### src/sadc_cfg.svh
// sadc_cfg.svh: offsets, field positions, reset values and timing counts of the converter control
// assumes inclusion by the package and the design files; definitions only
`ifndef SADC_CFG_SVH
`define SADC_CFG_SVH
`define SADC_CONTROL_ADDR 8'hC0
`define SADC_INDIS_ADDR 8'hF6
`define SADC_CONTROL_RESET 8'h00
`define SADC_INDIS_RESET 8'h00
`define SADC_BIT_ENABLE 7
`define SADC_BIT_DONE 4
`define SADC_BIT_BUSY 3
`define SADC_BIT_RCSEL 2
`define SADC_BIT_CHHI 1
`define SADC_BIT_CHLO 0
`define SADC_WRITABLE_MASK 8'h9F
`define SADC_CLK_MHZ 20
`define SADC_CLK_PER_MCYC 6
`define SADC_CONV_MCYC 31
`define SADC_CONV_CYCLES (`SADC_CONV_MCYC * `SADC_CLK_PER_MCYC)
`define SADC_RC_EDGES 31
`define SADC_SETTLE_US 10
`define SADC_SETTLE_CYCLES (`SADC_SETTLE_US * `SADC_CLK_MHZ)
`define SADC_SYNC_STAGES 2
`endif

### src/sadc_pkg.sv
// sadc_pkg.sv: types shared by the converter control and its approximation stage
// assumes sadc_cfg.svh holds the numbers
`include "sadc_cfg.svh"
package sadc_pkg;
    typedef struct packed {
        logic converter_enable;
        logic [1:0] reserved;
        logic conversion_done_flag;
        logic conversion_start_busy;
        logic rc_clock_select;
        logic channel_select_hi;
        logic channel_select_lo;
    } sadc_control_t;

    typedef struct packed {
        logic wr;
        logic rd;
        logic [7:0] addr;
        logic [7:0] wdata;
    } sadc_sfr_req_t;

    typedef enum logic [3:0] {
        ST_IDLE = 4'b0001,
        ST_LAUNCH = 4'b0010,
        ST_CONVERT = 4'b0100,
        ST_FINISH = 4'b1000
    } sadc_state_t;
endpackage : sadc_pkg

### src/sadc_sar.sv
// sadc_sar.sv: 8-bit successive approximation stage, one bit decided per step
// assumes the comparator answer cmp_hi is valid one cycle after trial is shown
module sadc_sar
    import sadc_pkg::*;
#(
    parameter int WIDTH = 8
) (
    // clock and reset
    input wire logic clk,
    input wire logic resetn,
    // control
    input wire logic step,
    input wire logic load,
    // comparator
    input wire logic cmp_hi,
    output logic [WIDTH-1:0] trial,
    output logic [WIDTH-1:0] code
);
    logic [WIDTH-1:0] mask_reg;
    logic [WIDTH-1:0] acc_reg;

    always_ff @(posedge clk) begin
        if (!resetn) begin
            mask_reg <= '0;
            acc_reg <= '0;
        end else if (load) begin
            mask_reg <= {1'b1, {(WIDTH-1){1'b0}}};
            acc_reg <= '0;
        end else if (step && mask_reg != '0) begin
            // keep the trial bit only when the input is at or above the trial level
            if (cmp_hi)
                acc_reg <= acc_reg | mask_reg;
            mask_reg <= mask_reg >> 1;
        end
    end

    assign trial = acc_reg | mask_reg;
    assign code = acc_reg;
endmodule : sadc_sar

### src/sadc_ctrl.sv
// sadc_ctrl.sv: converter control register, input disable register, sequencing and result
// assumes a single 20 MHz cpu clock; sfr requests are one-cycle strobes; the analog front
// end supplies cmp_hi for the trial code; the rc oscillator arrives as a sampled level
// What this block and its software do
// software sets enable at least ten microseconds before any start
// software picks one analog channel before starting
// channel bits hold still while a conversion runs
// writing start launches conversion; busy stays one throughout
// on completion busy clears and done flag sets
// done flag raises converter interrupt request, gated by enables
// result register loads at completion, holds until next completion
// software clears done flag; hardware never clears it
// start write may change channel; done-clear write may not
// four inputs multiplexed into an 8-bit approximation stage
// result is input scaled by 255 over supply span, rounded
// control register at C0h, reset 00, fields as laid out
// input disable register at F6h, reset 00, one bit per pin
// port 0 reads give zero on disabled pins
// software tristates and disables inputs on analog pins
// starts ignored while busy or done flag is one
// enable cannot clear while busy or done flag is one
// clock select one uses rc oscillator, zero uses cpu clock
// on cpu clock a conversion takes 31 machine cycles
// channel code 0..3 selects inputs 0..3
// rc-timed start and finish cross into cpu clock edges
`include "sadc_cfg.svh"
module sadc_ctrl
    import sadc_pkg::*;
(
    // clock and reset
    input wire logic clk,
    input wire logic resetn,
    // special function register access
    input wire sadc_sfr_req_t sfr_req,
    output logic [7:0] sfr_rdata,
    // interrupt system
    input wire logic global_irq_enable,
    input wire logic converter_irq_enable,
    output logic converter_irq,
    // rc oscillator as a level
    input wire logic rc_osc,
    // port 0 pins and analog front end
    input wire logic [7:0] port0_pins,
    output logic [7:0] port0_read,
    input wire logic cmp_hi,
    output logic [7:0] sar_trial,
    output logic [1:0] analog_channel,
    output logic [7:0] conversion_result
);
    localparam int RC_STEPS = `SADC_RC_EDGES;
    sadc_control_t ctl_reg;
    logic [7:0] indis_reg;
    logic [7:0] result_reg;
    sadc_state_t state_reg;
    logic [7:0] cnt_reg;
    logic [2:0] bits_reg;
    logic rc_s1_reg;
    logic rc_s2_reg;
    logic rc_s3_reg;
    logic [7:0] rdata_reg;
    logic [7:0] port0_reg;
    logic irq_reg;
    logic [1:0] chan_out_reg;
    logic [7:0] trial_out_reg;
    logic [7:0] trial;
    logic [7:0] code;
    logic sar_step;
    logic sar_load;
    logic wr_ctl;
    logic start_ok;
    logic idle_quiet;
    logic rc_tick;
    sadc_control_t wctl;

    assign wctl = sadc_control_t'(sfr_req.wdata);
    assign wr_ctl = sfr_req.wr && sfr_req.addr == `SADC_CONTROL_ADDR;
    assign idle_quiet = !ctl_reg.conversion_start_busy && !ctl_reg.conversion_done_flag;
    assign start_ok = wr_ctl && wctl.conversion_start_busy && idle_quiet
        && ctl_reg.converter_enable;
    // rising edge of the synchronised rc level; stage one feeds only stage two
    assign rc_tick = rc_s2_reg && !rc_s3_reg;

    always_ff @(posedge clk) begin
        if (!resetn) begin
            rc_s1_reg <= 1'b0;
            rc_s2_reg <= 1'b0;
            rc_s3_reg <= 1'b0;
        end else begin
            rc_s1_reg <= rc_osc;
            rc_s2_reg <= rc_s1_reg;
            rc_s3_reg <= rc_s2_reg;
        end
    end

    // control register
    always_ff @(posedge clk) begin
        if (!resetn) begin
            ctl_reg <= sadc_control_t'(`SADC_CONTROL_RESET);
        end else begin
            if (wr_ctl) begin
                // enable may not drop while a conversion or its flag is pending
                if (idle_quiet || wctl.converter_enable)
                    ctl_reg.converter_enable <= wctl.converter_enable;
                // done flag: software may only clear it; completion below wins
                if (!wctl.conversion_done_flag)
                    ctl_reg.conversion_done_flag <= 1'b0;
                // channel and clock select only change while fully idle; a write that
                // clears the flag sees the flag still set and so leaves them alone
                if (idle_quiet) begin
                    ctl_reg.rc_clock_select <= wctl.rc_clock_select;
                    ctl_reg.channel_select_hi <= wctl.channel_select_hi;
                    ctl_reg.channel_select_lo <= wctl.channel_select_lo;
                end
            end
            if (start_ok)
                ctl_reg.conversion_start_busy <= 1'b1;
            if (state_reg == ST_FINISH) begin
                ctl_reg.conversion_start_busy <= 1'b0;
                ctl_reg.conversion_done_flag <= 1'b1;
            end
        end
    end

    always_ff @(posedge clk) begin
        if (!resetn)
            indis_reg <= `SADC_INDIS_RESET;
        else if (sfr_req.wr && sfr_req.addr == `SADC_INDIS_ADDR)
            indis_reg <= sfr_req.wdata;
    end

    // sequencer: eight approximation steps spread over 31 machine cycles on the cpu clock, over 31 rc edges otherwise
    always_ff @(posedge clk) begin
        if (!resetn) begin
            state_reg <= ST_IDLE;
            cnt_reg <= 8'h00;
            bits_reg <= 3'h0;
        end else begin
            case (state_reg)
                ST_IDLE: begin
                    if (start_ok)
                        state_reg <= ST_LAUNCH;
                end
                ST_LAUNCH: begin
                    cnt_reg <= 8'h00;
                    bits_reg <= 3'h0;
                    state_reg <= ST_CONVERT;
                end
                ST_CONVERT: begin
                    if (ctl_reg.rc_clock_select) begin
                        if (rc_tick)
                            cnt_reg <= cnt_reg + 8'h01;
                        if (cnt_reg == 8'(RC_STEPS))
                            state_reg <= ST_FINISH;
                    end else begin
                        cnt_reg <= cnt_reg + 8'h01;
                        if (cnt_reg == 8'(`SADC_CONV_CYCLES - 3))
                            state_reg <= ST_FINISH;
                    end
                end
                ST_FINISH: state_reg <= ST_IDLE;
                default: state_reg <= ST_IDLE;
            endcase
        end
    end

    // one decision every 16 counts on the cpu clock, every 4 rc edges otherwise;
    // all eight steps must land before the finish count or low bits stay zero
    assign sar_load = state_reg == ST_LAUNCH;
    assign sar_step = state_reg == ST_CONVERT && (ctl_reg.rc_clock_select
        ? (rc_tick && cnt_reg[1:0] == 2'h2 && cnt_reg < 8'h20)
        : (cnt_reg[3:0] == 4'hF && cnt_reg < 8'h80));

    sadc_sar #(.WIDTH(8)) u_sar (
        .clk(clk),
        .resetn(resetn),
        .step(sar_step),
        .load(sar_load),
        .cmp_hi(cmp_hi),
        .trial(trial),
        .code(code)
    );

    // the front end compares against trial plus half a step, which rounds the code
    always_ff @(posedge clk) begin
        if (!resetn)
            result_reg <= 8'h00;
        else if (state_reg == ST_FINISH)
            result_reg <= code;
    end

    always_ff @(posedge clk) begin
        if (!resetn) begin
            chan_out_reg <= 2'h0;
            trial_out_reg <= 8'h00;
            irq_reg <= 1'b0;
            port0_reg <= 8'h00;
            rdata_reg <= 8'h00;
        end else begin
            chan_out_reg <= {ctl_reg.channel_select_hi, ctl_reg.channel_select_lo};
            trial_out_reg <= trial;
            irq_reg <= ctl_reg.conversion_done_flag && global_irq_enable
                && converter_irq_enable;
            port0_reg <= port0_pins & ~indis_reg;
            case (sfr_req.addr)
                `SADC_CONTROL_ADDR: rdata_reg <= ctl_reg & `SADC_WRITABLE_MASK;
                `SADC_INDIS_ADDR: rdata_reg <= indis_reg;
                default: rdata_reg <= 8'h00;
            endcase
        end
    end

    assign sfr_rdata = rdata_reg;
    assign converter_irq = irq_reg;
    assign port0_read = port0_reg;
    assign analog_channel = chan_out_reg;
    assign sar_trial = trial_out_reg;
    assign conversion_result = result_reg;

    AST_BUSY_HOLDS: assert property (@(posedge clk) disable iff (!resetn)
        start_ok |=> ctl_reg.conversion_start_busy [*8])
        else $error("busy dropped early");
    AST_DONE_SETS: assert property (@(posedge clk) disable iff (!resetn)
        state_reg == ST_FINISH |=> ctl_reg.conversion_done_flag
            && !ctl_reg.conversion_start_busy)
        else $error("completion not reflected");
    AST_CPU_TIME: assert property (@(posedge clk) disable iff (!resetn)
        (start_ok && !wctl.rc_clock_select) |=> ##185 state_reg == ST_FINISH)
        else $error("conversion time wrong");
    AST_NO_RESTART: assert property (@(posedge clk) disable iff (!resetn)
        (ctl_reg.conversion_start_busy || ctl_reg.conversion_done_flag)
            && state_reg != ST_LAUNCH |=> state_reg != ST_LAUNCH)
        else $error("start accepted while pending");
    AST_CHAN_STILL: assert property (@(posedge clk) disable iff (!resetn)
        ctl_reg.conversion_start_busy && $past(ctl_reg.conversion_start_busy)
            |-> $stable({ctl_reg.channel_select_hi, ctl_reg.channel_select_lo}))
        else $error("channel changed mid conversion");
    AST_ENABLE_KEPT: assert property (@(posedge clk) disable iff (!resetn)
        $past(ctl_reg.conversion_done_flag) |-> ctl_reg.converter_enable
            || !$past(ctl_reg.converter_enable))
        else $error("enable cleared while flag set");
    AST_RESULT_HELD: assert property (@(posedge clk) disable iff (!resetn)
        state_reg != ST_FINISH |=> $stable(result_reg))
        else $error("result changed without completion");
    AST_IRQ: assert property (@(posedge clk) disable iff (!resetn)
        ##1 irq_reg == $past(ctl_reg.conversion_done_flag && global_irq_enable
            && converter_irq_enable))
        else $error("irq mismatch");
    AST_PORT_MASK: assert property (@(posedge clk) disable iff (!resetn)
        ##1 (port0_reg & $past(indis_reg)) == 8'h00)
        else $error("disabled pin read nonzero");
endmodule : sadc_ctrl

### config.mk
export PLATFORM = sky130hd
export DESIGN_NAME = sadc_ctrl
export DESIGN_NICKNAME = d
export VERILOG_FILES = /design/src/sadc_pkg.sv /design/src/sadc_sar.sv /design/src/sadc_ctrl.sv
export VERILOG_INCLUDE_DIRS = /design/src
export SDC_FILE = /design/constraint.sdc
export NUM_CORES = 1
export LEC_CHECK = 0
export ABC_AREA = 1
export ABC_CLOCK_PERIOD_IN_PS = 1350
export BUFFER_PORTS_ARGS = -buffer_cell sky130_fd_sc_hd__buf_4
export CAP_MARGIN = 30
export CORE_MARGIN = 1
export CORE_UTILIZATION = 50
export CTS_BUF_LIST = sky130_fd_sc_hd__clkbuf_8
export DETAILED_ROUTE_END_ITERATION = 6
export PLACE_DENSITY = 0.88
export SYNTH_ARGS = -nofsm -noshare
export SYNTH_HDL_FRONTEND = slang
export SYNTH_SLANG_ARGS = --single-unit
### constraint.sdc
create_clock -name clk -period 1.35 [get_ports clk]
set_clock_uncertainty 0.15 [all_clocks]
set_input_delay 0.0675 -clock clk [delete_from_list [all_inputs] [get_ports clk]]
set_output_delay 0.0675 -clock clk [all_outputs]
set_load 0.01 [all_outputs]
[Word-level counts from Yosys, hierarchy flattened]
Index checks and enable logic that the tools add are counted.
Word-level totals
  flip-flop bits (word level): 80
  ROM bits: 0
  output and inout port bits: 35
  input port bits: 32
  memories kept: 0
  RAM bits: 0
  bits in latches: 0
Operators by class
  equality and inequality tests: 15
  add/sub/neg operators: 1
  $lt $le $gt $ge: 2
  bitwise logic cells: 4
  div/mod/pow operators: 0
  multiplexer cells: 16
  multipliers: 0
  shift operators: 0
  reduce and logical (&&, ||, !) cells: 30
Operators by type and width (number)
  two-way mux 8 bit: 4
  one-hot mux 8 bit (2 select lines): 2
  == test 8 bit, second input constant: 3
  two-way mux 4 bit: 4
  logical AND 1 bit: 14
  one-hot mux 4 bit (3 select lines): 1
  AND reduction 2 bit: 5
  inequality test 3 bit, second input constant: 3
  adder 8 x 1 -> 8 bit, second input constant: 1
  AND 8 bit: 1
  == test 4 bit, second input constant: 2
  == test 8 x 5 -> 1 bit, second input constant: 1
  < comparator 8 x 6 -> 1 bit, second input constant: 1
  < comparator 8 bit, second input constant: 1
  NOT 8 bit: 1
  OR 8 bit: 1
  nonzero test 8 bit: 1
  nonzero test 2 bit: 3
  == test 4 x 1 -> 1 bit, second input constant: 1
  == test 4 x 2 -> 1 bit, second input constant: 1
  == test 4 x 3 -> 1 bit, second input constant: 1
  two-way mux 1 bit: 4
  OR reduction 2 bit: 2
  zero test 1 bit: 3
  7 further kinds: 7

[Depth between registers and ports, before layout]
  word-level depth: 9
  mapped depth: 10
  gate-level depth less buffers: 9

[By module]
A second synthesis with hierarchy kept.
Unflattened totals
  cells, all modules: 408
  area, all modules: 3176.8 um^2
By module, submodules not included
  sadc_ctrl: times used 1, sequential area each 1281.2 um^2, cells an instance 320, area an instance 2468.6 um^2
  sadc_sar: times used 1, sequential area each 320.3 um^2, cells an instance 88, area an instance 708.2 um^2

[Least setup slack after synthesis]
Ideal clock, no wire load.
  kind: flip-flop to flip-flop
  start: reg cnt_reg[0]
  end: reg u_sar.mask_reg[0]
  setup slack: -0.128 ns
  arrival: 1.215 ns
  required time: 1.088 ns
  stages on the path, launching flop included: 10
  period minus slack after synthesis: 1.478 ns
  buffers on the path: 0
  cell sequence: dfxtp_1 ha_1 nand2_1 nor2_1 nand2_1 nand2_8 nand3_4 clkinv_2 nor2_1 nor2_2
On the way
  cells in the longest elaborated chain, start to end: 6
  elaborated cells on any way between the ends: 10
Ends and longest elaborated chain
  start, declared: line sadc_ctrl.sv:55  | logic [7:0] cnt_reg;
  start signal, assigned: line sadc_ctrl.sv:151  | cnt_reg <= cnt_reg + 8'h01;
  start signal, assigned: line sadc_ctrl.sv:155  | cnt_reg <= cnt_reg + 8'h01;
  parallel branches: the longest is 3 deep, another holds < comparator 8 bit
  two-way mux 1 bit (*): line sadc_ctrl.sv:170  | ? (rc_tick && cnt_reg[1:0] == 2'h2 && cnt_reg < 8'h20)
  logical AND 1 bit (*): line sadc_ctrl.sv:169  | assign sar_step = state_reg == ST_CONVERT && (ctl_reg.rc_clock_select
  logical AND 1 bit (*): line sadc_sar.sv:29  | end else if (step && mask_reg != '0) begin
  end signal, assigned: line sadc_sar.sv:27  | mask_reg <= {1'b1, {(WIDTH-1){1'b0}}};
  end signal, assigned: line sadc_sar.sv:33  | mask_reg <= mask_reg >> 1;
  end, declared: line sadc_sar.sv:19  | logic [WIDTH-1:0] mask_reg;
Mark *: on every way between the ends.
A chain may end at the register's enable or synchronous reset.

[Final worst setup path]
  start: reg state_reg[1]
  end: reg u_sar.acc_reg[7], in the netlist u_sar.code[7]
On the way
  cells in the longest elaborated chain, start to end: 4
  elaborated cells on any way between the ends: 6
Ends and longest elaborated chain
  start, declared: line sadc_ctrl.sv:54  | sadc_state_t state_reg;
  start signal, assigned: line sadc_ctrl.sv:134  | state_reg <= ST_IDLE;
  start signal, assigned: line sadc_ctrl.sv:141  | state_reg <= ST_LAUNCH;
  start signal, assigned: line sadc_ctrl.sv:146  | state_reg <= ST_CONVERT;
  == test 4 x 3 -> 1 bit: line sadc_ctrl.sv:169
  logical AND 1 bit: line sadc_ctrl.sv:169
  logical AND 1 bit: line sadc_sar.sv:29
  AND reduction 2 bit (no line)
  end signal, assigned: line sadc_sar.sv:32  | acc_reg <= acc_reg | mask_reg;
  end, declared: line sadc_sar.sv:20  | logic [WIDTH-1:0] acc_reg;
Several ways; a longest one is shown, not always the timed one.

==> results.yml <==
run_status:
  status: "complete, but fails checks"
  violations: "setup timing"
placed_design:
  place_area_um2: 3956
  portBuffers: 65
  dp.final_hpwl_um: 5179
  place_congestion: 0.8168
timing:
  maxSlewHeadroom_pct: 68.76
  hold_violations: 0
  finalSetupViolations: 28
  min_period_ns: 1.615
  worst_slack_ns: -0.2648
  worst_slew_pin_slew_ns: 0.4686
  tns_ns: -4.797
  period_share_pct: 119.6
  slew_violations: 0
  hold-worst-slack_ns: 0.02328
  max_freq_mhz: 619.3
  rsz0062_at_grt: "true"
die:
  die_y_um: 81.21
  die_area_um2: 6594
  die_x_um: 81.21
  coreArea_um2: 5991
  initial_core_util_pct: 52.36
  pin_count: 67
  rows: 28
critical_path:
  reg2regPathDepth: 7
  critPathKind: "flop to flop"
  cpLargestDelayFamily: "simple AND/OR/NAND/NOR gates"
  cp.required_ns: 1.49
  rrSetupSlack_ns: -0.26
  cp_max_fo: 8
  r2r-end: "u_sar.code[7]$_SDFFE_PP0P_"
  endpoint_kind: "flop"
  rr_startpoint: "state_reg[1]$_SDFFE_PN0P_"
  cp-start-kind: "flop"
  slowest_delay_ns: 0.37
  cpMostUsedCell: "inv_4"
  path_cells: "inv_4 > nand2_4 > nor2_8 > inv_4 > nor2_4 > nand4_4 > a21oi_1"
  slowest_stage: "dfxtp_4"
  cp.buffers_inverters: 2
  crit_arrival_ns: 1.76
route:
  drc: 0
  ant_nets: 0
  wire_per_inst_um: 15.44
  wirelength_um: 9652
  num_vias: 3272
  drt_iter0_drc: 190
  firstDrtPassIters: 4
  routed_via_density: 5.235
cts:
  root_buffer: "clkbuf_8"
  cts_tree: "built"
  cts_sinks: 80
  clk_pin_slew_ns: 0.08
  cts_buffers: 9
  htreeDepth: 3
  cts_buffer_depth: 2
  clock_latency_ns: 0.36
pwr:
  p_int_w: 0.003579
  switching_power_w: 0.001063
  finalPower_w: 0.004642
  power_leakage_nw: 2.192
  p_seq_share_pct: 51.5
  switching_share_pct: 22.89
  powerDensity_nw_per_um2: 969.3
  peakVddDrop_mv: 0.6454
  power_frac_clock_pct: 41.2
  power_frac_comb_pct: 7.3
global_route:
  grt_max_degree: 39
  overflow: 0
  grt_pass1_wl_um: 13630
  antenna_found_initial: 0
  grt_pass1_vias: 3158
  grt.total_usage_pct: 27.60
synthesis:
  syn_area_per_cell_um2: 7.632
  synth_top_cell_by_area: "dfxtp_1"
  synthMostInstantiatedCell: "nand2_1"
  synth.distinct_cells: 29
  synth_edf_count: 0
  synth_common_cells: "nand2_1 (86), dfxtp_1 (80), nor2_1 (71)"
  synthFlopType: "dfxtp_1"
  synth_nets: 445
  async_flop_share_pct: 0
  synth_top_area_share_pct: 51.06
  synth_seq_area_share_pct: 51.06
  yosys_warnings: 0
  netlist_instances: 411
  yosys_register_bits: 80
  synth_area_leaders: "dfxtp_1 (51%), nand2_1 (10%), nor2_1 (8.5%), inv_1 (6.1%), a21oi_1 (5.7%)"
  syn-cell-area_um2: 3137
layout:
  drive_gt1_share_pct: 37.45
  fin_nets: 579
  post-route-util_pct: 79.93
  diodes: 0
  syn_to_final_growth_pct: 52.65
  fin_area_um2: 4788
hold_path:
  hold-path-cell-count: 5
  hp-start: "resetn"
  hp-class: "input port to flop"
  min_to: "cnt_reg[3]$_SDFFE_PN0P_"
run:
  cap_viol_max_count: 0
## placed cells by master (no fill, tap or decap), drive strengths merged
cell / n
buf: 109
ha: 2
clkbuf: 9
dlygate4sd3: 22
xor2: 1
nor2: 79
a21oi: 36
nor3b: 2
nand4: 11
clkinv: 3
dlymetal6s4s: 1
inv: 55
nor3: 3
bufinv: 2
nand2: 91
dfxtp: 80
clkinvlp: 2
nand3: 17
o21ai: 25
## area by class of cell
type	instances	area, um2
timing repair buffer	132	1091
clock inverter	7	88.84
sequential	80	1618
tap	75	93.84
inverter	55	225.2
fill	346	1202
multi-input combinational	267	1548
clock buffer	9	123.9
## cell families (layout without fill, tap and decap cells)
kind of cell,after synthesis,count (layout),synth area share (%)
flip-flops,80,80,51.06
XOR/XNOR,1,1,0.2793
AO/OA/AOI/OAI,61,61,10.09
AND/OR/NAND/NOR,202,203,29.12
buffers and inverters,65,203,8.656
adder cells (fa/ha/maj),2,2,0.7976
## how the worst max path moves through the flow
stage	slack, ns	end	depth (start not counted)	start
floorplan	-0.04	u_sar.mask_reg[5]$_SDFFE_PP0P_	8	cnt_reg[1]$_SDFFE_PN0P_
global placement	-0.15	u_sar.code[3]$_SDFFE_PP0P_	6	state_reg[2]$_SDFFE_PN0P_
detailed placement	-0.32	u_sar.code[4]$_SDFFE_PP0P_	6	state_reg[2]$_SDFFE_PN0P_
CTS	-0.18	u_sar.code[0]$_SDFFE_PP0P_	6	cnt_reg[0]$_SDFFE_PN0P_
global route	-0.36	u_sar.mask_reg[6]$_SDFFE_PP0P_	9	state_reg[1]$_SDFFE_PN0P_
finish	-0.26	u_sar.code[7]$_SDFFE_PP0P_	7	state_reg[1]$_SDFFE_PN0P_
## layer usage
metal  GRT usage [%]  part of all wire (%)  routed length (um)  up-vias
li1                -                     -                   -     1555
met1           28.97                    39                3766     1519
met2           49.66                    50                4834      150
met3           5.281                   5.8                 557       48
met4           18.57                   5.1                 493        0
met5               0                     0                   0        -
## repair_timing
action	4_1_cts	5_1_grt
buffers inserted	9	7
pin swaps	9	14
gates cloned	1	0
endpoints found under the hold margin	37	0
resized for setup	31	53
hold buffers	23	0
setup endpoints to repair	27	43
## per-stage QoR
| stage | setup WS (ns) | instances |
|---|---|---|
| 3_5_place_dp | -0.3192 | 570 |
| 3_3_place_gp | -0.1537 | 570 |
| 5_1_grt | -0.3633 | 625 |
| 4_1_cts | -0.1849 | 619 |
| 6_report | -0.2648 | 625 |
| 2_1_floorplan | -0.03929 | 411 |
## worst register-to-register path: cells and delay by family (launching register included)
family / cells / cell delay, ns
and+or+nand+nor: 4 / 0.71
buffers and inverters: 2 / 0.12
AOI/OAI and AO/OA: 1 / 0.20
DFF: 1 / 0.37
## power groups by stage
stage / Combinational (W) / Clock (W) / Sequential (W)
finish: 0.000338 / 0.00191 / 0.00239
global route: 0.000361 / 0.00200 / 0.00239
CTS: 0.000292 / 0.00191 / 0.00239
detailed placement: 0.000226 / 0 / 0.00244
global placement: 0.000218 / 0 / 0.00244
floorplan: 0.0000940 / 0 / 0.00245
(Power assumes the default switching activity.)
